===== src/verilog/fces_pkg.sv =====
// Package: command codes, states and counts for the erase-suspend sequencer
package fces_pkg;
    // Command byte encodings
    localparam logic [7:0] CMD_READ_ARRAY = 8'hFF;
    localparam logic [7:0] CMD_WORD_PROG_A = 8'h10;
    localparam logic [7:0] CMD_WORD_PROG_B = 8'h40;
    localparam logic [7:0] CMD_BUF_PROG = 8'hE8;
    localparam logic [7:0] CMD_ERASE_SETUP = 8'h20;
    localparam logic [7:0] CMD_FACTORY_SETUP = 8'h80;
    localparam logic [7:0] CMD_CONFIRM = 8'hD0;
    localparam logic [7:0] CMD_SUSPEND = 8'hB0;
    localparam logic [7:0] CMD_READ_STATUS = 8'h70;
    localparam logic [7:0] CMD_CLEAR_STATUS = 8'h50;
    localparam logic [7:0] CMD_READ_ID = 8'h90;
    localparam logic [7:0] CMD_READ_QUERY = 8'h98;
    localparam logic [7:0] CMD_LOCK_SETUP = 8'h60;
    localparam logic [7:0] CMD_LOCK_CONFIRM = 8'h01;
    localparam logic [7:0] CMD_LOCKDOWN_CONFIRM = 8'h2F;
    localparam logic [7:0] CMD_UNLOCK_CONFIRM = 8'hD0;
    localparam logic [7:0] CMD_CFG_CONFIRM = 8'h03;
    // Factory load word count
    localparam logic [5:0] FACTORY_LOAD_WORDS = 6'h20;
    // Sequencer states
    typedef enum logic [3:0] {
        ST_READY,
        ST_ERASE_SUSP,
        ST_WP_SETUP_ES,
        ST_WP_BUSY_ES,
        ST_WP_SUSP_ES,
        ST_BUF_SETUP_ES,
        ST_BUF_LOAD1_ES,
        ST_BUF_LOAD2_ES,
        ST_BUF_CONF_ES,
        ST_BUF_BUSY_ES,
        ST_BUF_SUSP_ES,
        ST_LOCK_SETUP_ES,
        ST_FBP_SETUP,
        ST_FBP_LOAD,
        ST_FBP_BUSY
    } fces_state_t;
endpackage


===== src/verilog/fces_seq.sv =====
// Command sequencer for nested operations while a block erase is suspended
// Operation
// - Decode the documented command byte set
// - Doubly suspended word program ignores most commands
// - Buffered program: setup, load1, load2, confirm
// - Confirm starts busy; others error out
// - Buffered busy suspends only on suspend
// - Buffered suspend resumes only on confirm
// - Bad lock confirm returns with lock error
// - Factory setup confirm loads words until a foreign block address
module fces_seq (
    input wire logic MCLK,
    input wire logic RST_N,
    input wire logic WR_STB,          // One-cycle bus write strobe
    input wire logic [15:0] WR_DATA,  // Bus write data, command in low byte
    input wire logic [15:0] WR_BLOCK, // Block address of the write
    input wire logic ERASE_SUSPENDED, // Erase suspend entered elsewhere
    input wire logic [5:0] BUF_COUNT, // Buffered fill count from first load
    input wire logic OP_DONE,         // write_state_machine operation complete
    output fces_pkg::fces_state_t STATE,
    output logic ERR_FLAG,            // Program/sequence error, sticky
    output logic LOCK_ERR,            // Lock error, sticky
    output logic START_WP,            // One-cycle start of word program
    output logic START_BUF,           // One-cycle start of buffered program
    output logic SUSPEND_REQ,         // One-cycle suspend request
    output logic RESUME_REQ,          // One-cycle resume request
    output logic FBP_DATA_STB,        // Factory data word accepted
    output logic [15:0] FBP_DATA      // Factory data word
);
    // Command class decode, used by the buffered confirm state
    function automatic logic is_cmd(input logic [7:0] c);
        is_cmd = (c == fces_pkg::CMD_READ_ARRAY) || (c == fces_pkg::CMD_WORD_PROG_A)
              || (c == fces_pkg::CMD_WORD_PROG_B) || (c == fces_pkg::CMD_BUF_PROG)
              || (c == fces_pkg::CMD_ERASE_SETUP) || (c == fces_pkg::CMD_FACTORY_SETUP);
    endfunction

    // Valid lock-type confirm after a lock setup
    function automatic logic is_lock_conf(input logic [7:0] c);
        is_lock_conf = (c == fces_pkg::CMD_LOCK_CONFIRM) || (c == fces_pkg::CMD_CFG_CONFIRM)
                    || (c == fces_pkg::CMD_LOCKDOWN_CONFIRM)
                    || (c == fces_pkg::CMD_UNLOCK_CONFIRM);
    endfunction

    fces_pkg::fces_state_t state_reg, state_next; // Sequencer state
    logic err_reg, err_next;                       // Sticky error
    logic lerr_reg, lerr_next;                     // Sticky lock error
    logic [5:0] cnt_reg, cnt_next;                 // Words still to load
    logic [15:0] blk_reg, blk_next;                // Block given at setup
    logic [15:0] fdat_reg, fdat_next;              // Factory data word
    logic fstb_reg, fstb_next;                     // Factory data strobe
    logic [7:0] cmd;                               // Command byte

    assign cmd = WR_DATA[7:0];

    // Next-state logic for the whole sequencer
    always_comb begin
        state_next = state_reg;
        err_next = err_reg;
        lerr_next = lerr_reg;
        cnt_next = cnt_reg;
        blk_next = blk_reg;
        fdat_next = fdat_reg;
        fstb_next = 1'b0;
        START_WP = 1'b0;
        START_BUF = 1'b0;
        SUSPEND_REQ = 1'b0;
        RESUME_REQ = 1'b0;
        case (state_reg)
            fces_pkg::ST_READY, fces_pkg::ST_ERASE_SUSP: begin
                // Entry points; the rest of the machine lives elsewhere
                if (WR_STB) begin
                    if (cmd == fces_pkg::CMD_CLEAR_STATUS) begin
                        err_next = 1'b0;
                        lerr_next = 1'b0;
                    end
                    if (ERASE_SUSPENDED || state_reg == fces_pkg::ST_ERASE_SUSP) begin
                        if (cmd == fces_pkg::CMD_WORD_PROG_A || cmd == fces_pkg::CMD_WORD_PROG_B)
                            state_next = fces_pkg::ST_WP_SETUP_ES;
                        else if (cmd == fces_pkg::CMD_BUF_PROG)
                            state_next = fces_pkg::ST_BUF_SETUP_ES;
                        else if (cmd == fces_pkg::CMD_LOCK_SETUP)
                            state_next = fces_pkg::ST_LOCK_SETUP_ES;
                        else
                            state_next = fces_pkg::ST_ERASE_SUSP;
                    end else if (cmd == fces_pkg::CMD_FACTORY_SETUP) begin
                        blk_next = WR_BLOCK;
                        state_next = fces_pkg::ST_FBP_SETUP;
                    end
                end else if (ERASE_SUSPENDED) begin
                    state_next = fces_pkg::ST_ERASE_SUSP;
                end
            end
            fces_pkg::ST_WP_SETUP_ES: begin
                // Any write is the program data
                if (WR_STB) begin
                    state_next = fces_pkg::ST_WP_BUSY_ES;
                    START_WP = 1'b1;
                end
            end
            fces_pkg::ST_WP_BUSY_ES: begin
                // Completion has priority over a same-cycle suspend
                if (OP_DONE) begin
                    state_next = fces_pkg::ST_ERASE_SUSP;
                end else if (WR_STB && cmd == fces_pkg::CMD_SUSPEND) begin
                    state_next = fces_pkg::ST_WP_SUSP_ES;
                    SUSPEND_REQ = 1'b1;
                end
            end
            fces_pkg::ST_WP_SUSP_ES: begin
                // Only resume leaves the double suspension
                if (WR_STB && cmd == fces_pkg::CMD_CONFIRM) begin
                    state_next = fces_pkg::ST_WP_BUSY_ES;
                    RESUME_REQ = 1'b1;
                end else begin
                    state_next = fces_pkg::ST_WP_SUSP_ES;
                end
            end
            fces_pkg::ST_BUF_SETUP_ES: begin
                if (WR_STB)
                    state_next = fces_pkg::ST_BUF_LOAD1_ES;
            end
            fces_pkg::ST_BUF_LOAD1_ES: begin
                // First load carries the word count
                if (WR_STB) begin
                    cnt_next = BUF_COUNT;
                    state_next = fces_pkg::ST_BUF_LOAD2_ES;
                end
            end
            fces_pkg::ST_BUF_LOAD2_ES: begin
                // Count runs to zero, then confirm is awaited
                if (WR_STB) begin
                    if (cnt_reg == 6'h00)
                        state_next = fces_pkg::ST_BUF_CONF_ES;
                    else
                        cnt_next = cnt_reg - 6'h01;
                end
            end
            fces_pkg::ST_BUF_CONF_ES: begin
                if (WR_STB) begin
                    if (cmd == fces_pkg::CMD_CONFIRM) begin
                        state_next = fces_pkg::ST_BUF_BUSY_ES;
                        START_BUF = 1'b1;
                    end else if (is_cmd(cmd)) begin
                        state_next = fces_pkg::ST_ERASE_SUSP;
                        err_next = 1'b1;
                    end else begin
                        state_next = fces_pkg::ST_READY;
                        err_next = 1'b1;
                    end
                end
            end
            fces_pkg::ST_BUF_BUSY_ES: begin
                if (OP_DONE) begin
                    state_next = fces_pkg::ST_ERASE_SUSP;
                end else if (WR_STB && cmd == fces_pkg::CMD_SUSPEND) begin
                    state_next = fces_pkg::ST_BUF_SUSP_ES;
                    SUSPEND_REQ = 1'b1;
                end
            end
            fces_pkg::ST_BUF_SUSP_ES: begin
                if (WR_STB && cmd == fces_pkg::CMD_CONFIRM) begin
                    state_next = fces_pkg::ST_BUF_BUSY_ES;
                    RESUME_REQ = 1'b1;
                end
            end
            fces_pkg::ST_LOCK_SETUP_ES: begin
                // Lock itself is handled elsewhere; bad confirm flags here
                if (WR_STB) begin
                    state_next = fces_pkg::ST_ERASE_SUSP;
                    if (!is_lock_conf(cmd))
                        lerr_next = 1'b1;
                end
            end
            fces_pkg::ST_FBP_SETUP: begin
                if (WR_STB) begin
                    if (cmd == fces_pkg::CMD_CONFIRM) begin
                        cnt_next = fces_pkg::FACTORY_LOAD_WORDS - 6'h01;
                        state_next = fces_pkg::ST_FBP_LOAD;
                    end else begin
                        state_next = fces_pkg::ST_READY;
                        err_next = 1'b1;
                    end
                end
            end
            fces_pkg::ST_FBP_LOAD, fces_pkg::ST_FBP_BUSY: begin
                // Every write to the setup block is data; foreign block address ends the mode
                if (WR_STB) begin
                    if (WR_BLOCK == blk_reg) begin
                        fdat_next = WR_DATA;
                        fstb_next = 1'b1;
                        cnt_next = cnt_reg - 6'h01;
                        state_next = fces_pkg::ST_FBP_BUSY;
                    end else begin
                        state_next = fces_pkg::ST_READY;
                    end
                end
            end
            default: state_next = fces_pkg::ST_READY;
        endcase
    end

    // State registers
    always_ff @(posedge MCLK or negedge RST_N) begin
        if (!RST_N) begin
            state_reg <= fces_pkg::ST_READY;
            err_reg <= 1'b0;
            lerr_reg <= 1'b0;
            cnt_reg <= 6'h00;
            blk_reg <= 16'h0000;
            fdat_reg <= 16'h0000;
            fstb_reg <= 1'b0;
        end else begin
            state_reg <= state_next;
            err_reg <= err_next;
            lerr_reg <= lerr_next;
            cnt_reg <= cnt_next;
            blk_reg <= blk_next;
            fdat_reg <= fdat_next;
            fstb_reg <= fstb_next;
        end
    end

    assign STATE = state_reg;
    assign ERR_FLAG = err_reg;
    assign LOCK_ERR = lerr_reg;
    assign FBP_DATA = fdat_reg;
    assign FBP_DATA_STB = fstb_reg;
endmodule


===== config.mk =====
export PLATFORM = sky130hd
export DESIGN_NAME = fces_seq
export DESIGN_NICKNAME = d
export VERILOG_FILES = /design/src/verilog/fces_pkg.sv /design/src/verilog/fces_seq.sv
export SDC_FILE = /design/constraint.sdc
export NUM_CORES = 1
export LEC_CHECK = 0
export BUFFER_PORTS_ARGS = -buffer_cell sky130_fd_sc_hd__buf_2
export CAP_MARGIN = 15
export CORE_MARGIN = 2
export CORE_UTILIZATION = 40
export DETAILED_ROUTE_END_ITERATION = 10
export GPL_ROUTABILITY_DRIVEN = 0
export PLACE_DENSITY = 0.6
export SLEW_MARGIN = 20
export SYNTH_ARGS = -nofsm -noshare
export SYNTH_HDL_FRONTEND = slang
export SYNTH_SLANG_ARGS = --single-unit
export TNS_END_PERCENT = 10

===== constraint.sdc =====
create_clock -name MCLK -period 3 [get_ports MCLK]
set_clock_uncertainty 0.1 [all_clocks]
set_input_delay 0.15 -clock MCLK [delete_from_list [all_inputs] [get_ports MCLK]]
set_output_delay 0.15 -clock MCLK [all_outputs]
set_load 0.02 [all_outputs]

==> results.json, run 1 <==
{
  "crit_arrival_ns": 2.56,
  "period_share_pct": 82.5,
  "crit_chain": "dlygate4sd3_1 -> buf_2 -> xor2_1 -> nor4_1 -> nand4_1 -> buf_4 -> a21o_1 -> o32a_1",
  "cts.clk_slew.worst_paths_ns": 0.09,
  "h-tree-depth": 2,
  "grt_usage_pct": 18.5,
  "cts-buffers-inserted": 5,
  "final_antenna_net_count": 0,
  "stdcell_area_um2": 3680,
  "antennaDiodeCount": 0,
  "synth_xor_xnor_area_share_pct": 6.46,
  "synth_simple_gate_area_share_pct": 18.8,
  "drcViolationCount": 0,
  "crit_fanout": 7,
  "core_um2": 7330,
  "syn2layout_area_growth_pct": 20.2,
  "fin_tns_setup_ns": 0,
  "ir_worst_vdd_mv": 0.342,
  "synth.cell_area_um2": 3060,
  "ctsRootBufferMaster": "clkbuf_8",
  "dp_hpwl_um": 5360,
  "rows": 31,
  "setup_viol": 0,
  "final_nets": 413,
  "hold_class": "in2reg",
  "drt_iter0_markers": 175,
  "synth_compound_area_share_pct": 15.0,
  "die_h_um": 91.5,
  "cts.repair.resized": 0,
  "ioPinCount": 70,
  "yosysUniqueCellTypes": 68,
  "cts_tree": "built",
  "status": "finished, final reports clean",
  "start_util_pct": 41.7,
  "antenna_found_initial": 0,
  "synth_fa_ha_area_share_pct": 0.409,
  "io_buffers": 69,
  "cap_violations": 0,
  "wire_per_inst_um": 16.2,
  "finalPower_mw": 2.44,
  "die_w_um": 91.5,
  "finalWorstSetupSlack_ns": 0.525,
  "synth.ff_latch_count": 45,
  "die-area_um2": 8360,
  "power_density_nw_per_um2": 665,
  "ys_warn_count": 0,
  "tightest_slew_ns": 0.597,
  "startpoint_type": "input port",
  "rsz0062_at_grt": "false",
  "final.min_clock_period_ns": 2.48,
  "max_freq_ghz": 0.404,
  "syn-num-nets": 336,
  "maxSlewViolCount": 0,
  "drive_gt1_share_pct": 36.2,
  "synth_top_family_by_area": "simple AND/OR/NAND/NOR gates",
  "crit_slowest_cell": "dlygate4sd3_1",
  "layout_commonest_cell": "buf_2",
  "path_class": "in2reg",
  "cts_buffer_depth": 2,
  "wirelength_um": 7600,
  "cts_setup_buffers": 0,
  "synth-main-ff-cell": "dfrtp_1",
  "avgSynthCellArea_um2": 10.5,
  "layout_common_cells": "68 x buf_2, 45 x dfrtp_1, 28 x mux2_2",
  "cts.sinks": 45,
  "holdBufCountCts": 12,
  "vias_per_cell": 5.49,
  "worstPathRequired_ns": 3.09,
  "grt_pass1_wl_um": 12600,
  "synthArstFlopShare_pct": 100,
  "dp_slack_ns": 0.556,
  "dpl_cell_area_um2": 3420,
  "synth_edf_count": 0,
  "hold_ws_ns": 0.00287,
  "grt_pass1_vias": 2458,
  "muxShareOfSynthArea_pct": 15.5,
  "endpoint_kind": "register",
  "finalHoldViolCount": 0,
  "globalRouteOverflowTotal": 0,
  "grt_max_degree": 46,
  "leakagePower_nw": 1.78,
  "detail_route.first_pass.iterations": 4,
  "max_slew_margin_pct": 60.2,
  "cpPeakStageDelay_ns": 0.53,
  "syn_inst": 292,
  "vias": 2574,
  "clock_latency_ns": 0.30,
  "synth_seq_area_share_pct": 36.8
}
==> layer usage <==
metal,wire length [um],up-vias,track usage [%]
li1,-,1250,-
met1,3430,1256,25.7
met2,3760,62,30.3
met3,351,6,2.90
met4,64,0,4.29
met5,0,-,0
==> synth_stat cells, types with 2 or more instances <==
master     count  share of area, %
dfrtp_1       45                37
mux2_2        28                10
xor2_1        19               5.4
nor2_1        18               2.2
nand2_1       16               2.0
clkbuf_1      10               1.2
nor3_1         8               1.3
a21oi_1        7               1.1
inv_1          7              0.86
mux2_1         7               2.6
nand3_1        7               1.1
nor4_1         7               1.4
a211oi_1       6               1.5
clkbuf_8       6               2.7
nand4_1        5               1.0
o211ai_1       5               1.2
o21ai_0        5              0.82
o32a_1         5               1.6
buf_6          4               1.5
mux2_4         4               2.0
nand4b_1       4               1.1
o31ai_1        4              0.98
a21o_1         3              0.74
a31oi_1        3              0.61
nand2b_1       3              0.61
nand3b_1       3              0.74
a41oi_1        2              0.57
and2b_2        2              0.57
buf_4          2              0.49
mux2i_1        2              0.65
nor4_2         2              0.82
nor4bb_1       2              0.65
o22a_1         2              0.57
o2bb2ai_1      2              0.57
o41ai_1        2              0.57
or3b_2         2              0.57
or4_1          2              0.49
==> cell families after synthesis <==
kind of cell,after synthesis
buffers and inverters,31
flip-flops,45
AO/OA/AOI/OAI,58
AND/OR/NAND/NOR,95
multiplexers,41
XOR/XNOR,21
adder cells (fa/ha/maj),1
==> final cells by class <==
cell class,instances,area [um2]
sequential,45,1130
clock buffer,6,72.6
timing repair buffer,94,571
fill,691,3650
inverter,7,26.3
clock inverter,2,38.8
multi-input combinational,216,1720
tap,99,124
==> critical path, delay by kind of cell <==
family,cells,cell delay [ns]
and+or+nand+nor,2,0.76
AOI/OAI and AO/OA,2,0.60
xor gates and xnor gates,1,0.13
buffers and inverters,3,0.91
==> worst paths after layout <==
kind	start	end	slack (ns)	cells after the start
worst max-delay path	WR_BLOCK[7]	cnt_reg[5]	0.52	8
worst max register to register	STATE[0]	cnt_reg[1]	0.53	7
max in group asynchronous	RST_N	cnt_reg[4]	2.10	2
worst min-delay path	WR_BLOCK[13]	blk_reg[13]	0.003	2
min in group asynchronous	RST_N	blk_reg[9]	0.30	2
worst min register to register	ERR_FLAG	ERR_FLAG	0.38	2
==> power by group <==
group	internal (mW)	leakage, nW	switching, mW	total (mW)
Combinational	0.537	1.12	0.639	1.18
Sequential	0.690	0.600	0.113	0.804
Clock	0.250	0.0554	0.215	0.465
==> metrics by stage <==
step / std cells / utilization [%]
after global routing: 469 / 50.1
after CTS: 467 / 49.8
after global placement: 447 / 46.7
final: 469 / 50.1
after floorplan: 292 / -
after detailed placement: 447 / 46.7
Power figures use the tool's default switching activity.
==> run 2: changes to the inputs <==
Settings changed: ABC_AREA set to 1.
Clock period 3 ns to 2.3 ns, I/O delays scaled along.
==> results.json, run 2 <==
{
  "worstReg2RegStart": "STATE[2]",
  "vias": 3153,
  "tightest_slew_ns": 0.437,
  "fillCellCount": 703,
  "hold_class": "in2reg",
  "r2r-end": "cnt_reg[3]",
  "core_um2": 7330,
  "status": "finished, final reports clean",
  "finalPower_mw": 2.73,
  "drive_gt1_share_pct": 21.4,
  "critPathLaunch": "WR_DATA[0]",
  "wire_per_inst_um": 11.4,
  "final_nets": 617,
  "power_density_nw_per_um2": 694,
  "cap_violations": 0,
  "drt_iter0_markers": 183,
  "stdcell_area_um2": 3930,
  "worstPathRequired_ns": 2.09,
  "period_share_pct": 88.3,
  "die_w_um": 91.3,
  "ys_warn_count": 0,
  "grt_pass1_vias": 2882,
  "synth.cell_area_um2": 3050,
  "clock_latency_ns": 0.31,
  "avgSynthCellArea_um2": 6.52,
  "cts-buffers-inserted": 5,
  "antenna_found_initial": 0,
  "ioPinCount": 70,
  "ir_worst_vdd_mv": 0.307,
  "rsz0062_at_grt": "false",
  "detail_route.first_pass.iterations": 4,
  "netlist_top_cells_area": "dfrtp_1 37%, nand2_1 25%, inv_1 6.8%",
  "crit_arrival_ns": 1.82,
  "cts.sinks": 45,
  "die-area_um2": 8330,
  "final_antenna_net_count": 0,
  "min_to": "cnt_reg[1]",
  "path_class": "in2out",
  "endpoint_kind": "primary output",
  "cts_buffer_depth": 2,
  "finalHoldViolCount": 0,
  "dpl_cell_area_um2": 3480,
  "setup_viol": 0,
  "drcViolationCount": 0,
  "yosys-top-cells-count": "201 x nand2_1, 55 x inv_1, 52 x nor2_1",
  "yosysTopAreaCell": "dfrtp_1",
  "synthArstFlopShare_pct": 100,
  "syn2layout_area_growth_pct": 29.1,
  "startpoint_type": "input port",
  "rows": 31,
  "io_buffers": 69,
  "layout_common_cells": "201 x nand2_1, 69 x buf_2, 55 x inv_1",
  "grt_usage_pct": 19.2,
  "synth_seq_area_share_pct": 37.0,
  "hold_ws_ns": 0.0568,
  "dp_hpwl_um": 5760,
  "globalRouteOverflowTotal": 0,
  "die_h_um": 91.3,
  "vias_per_cell": 4.68,
  "leakagePower_nw": 2.24,
  "start_util_pct": 41.6,
  "synth-main-ff-cell": "dfrtp_1",
  "yosysMostFrequentCell": "nand2_1",
  "dp_slack_ns": 0.439,
  "reg2reg_slack_ns": 0.39,
  "crit_fanout": 10,
  "r2r_cells": 10,
  "worstHoldStart": "BUF_COUNT[1]",
  "yosysUniqueCellTypes": 29,
  "synth_edf_count": 0,
  "max_slew_margin_pct": 70.9,
  "syn_inst": 467,
  "ctsRootBufferMaster": "clkbuf_8",
  "finalWorstSetupSlack_ns": 0.269,
  "maxSlewViolCount": 0,
  "hold_depth": 4,
  "cts_tree": "built",
  "grt_pass1_wl_um": 13100,
  "synth.ff_latch_count": 45,
  "wirelength_um": 7690,
  "netlist.area_leader.share_pct": 37.0,
  "h-tree-depth": 2,
  "final.min_clock_period_ns": 2.03,
  "fin_tns_setup_ns": 0,
  "max_freq_ghz": 0.492,
  "syn-num-nets": 511,
  "antennaDiodeCount": 0,
  "grt_max_degree": 33,
  "cts.clk_slew.worst_paths_ns": 0.09,
  "layout_commonest_cell": "nand2_1"
}
-- run 2: what timing repair did --
item                                   in CTS  in global routing
hold buffers                               33                  0
buffers inserted                            0                  0
resized for setup                           0                  0
endpoints found under the hold margin      48                  0
-- run 2: metal layers --
layer  part of all wire [%]  track usage [%]
met3                    4.9             3.24
met5                      0                0
met4                    1.2             4.80
met2                     45             29.6
met1                     49             27.9
-- run 2: cell families (layout without fill, tap and decap cells) --
logic type,count (synthesis),count (layout),share of synthesized area (%)
AO/OA/AOI/OAI,39,39,8.83
adder cells (fa/ha/maj),1,1,0.411
XOR/XNOR,2,2,0.575
buffers and inverters,71,178,9.94
flip-flops,45,45,37.0
AND/OR/NAND/NOR,309,309,43.3
-- run 2: area by class of cell --
| type | instances | area (um2) | area share (%) |
|---|---|---|---|
| clock buffers | 5 | 68.8 | 1.75 |
| well taps | 99 | 124 | 3.15 |
| inverters | 64 | 240 | 6.11 |
| repair buffers | 106 | 706 | 17.9 |
| clock inverters | 3 | 50.0 | 1.27 |
| flip-flops and latches | 45 | 1130 | 28.6 |
| multi-input cells | 351 | 1620 | 41.1 |
-- run 2: per-stage QoR --
stage / utilization, % / std cells
after global routing: 53.6 / 673
final: 53.6 / 673
after floorplan: - / 467
after detailed placement: 47.5 / 632
after CTS: 53.6 / 673
after global placement: 47.5 / 632
-- run 2: worst max-delay path by stage --
| stage | to | cells after the start |
|---|---|---|
| global placement | cnt_reg[0] | 10 |
| floorplan | blk_reg[12] | 9 |
| CTS | RESUME_REQ | 10 |
| detailed placement | cnt_reg[3] | 10 |
| global route | RESUME_REQ | 10 |
| finish | RESUME_REQ | 10 |
-- run 2: critical path: stages --
cell	delay, ns
dlygate4sd3_1	0.54
buf_2	0.15
nor2_1	0.15
nand2_1	0.08
inv_2	0.13
nand2_1	0.08
inv_1	0.13
nand3_1	0.13
o21ai_0	0.11
buf_2	0.19
-- run 2: report_power, final --
| group | internal (mW) | switching (mW) | total [mW] |
|---|---|---|---|
| combinational | 0.382 | 0.709 | 1.09 |
| clock | 0.334 | 0.310 | 0.644 |
| sequential | 0.885 | 0.109 | 0.994 |
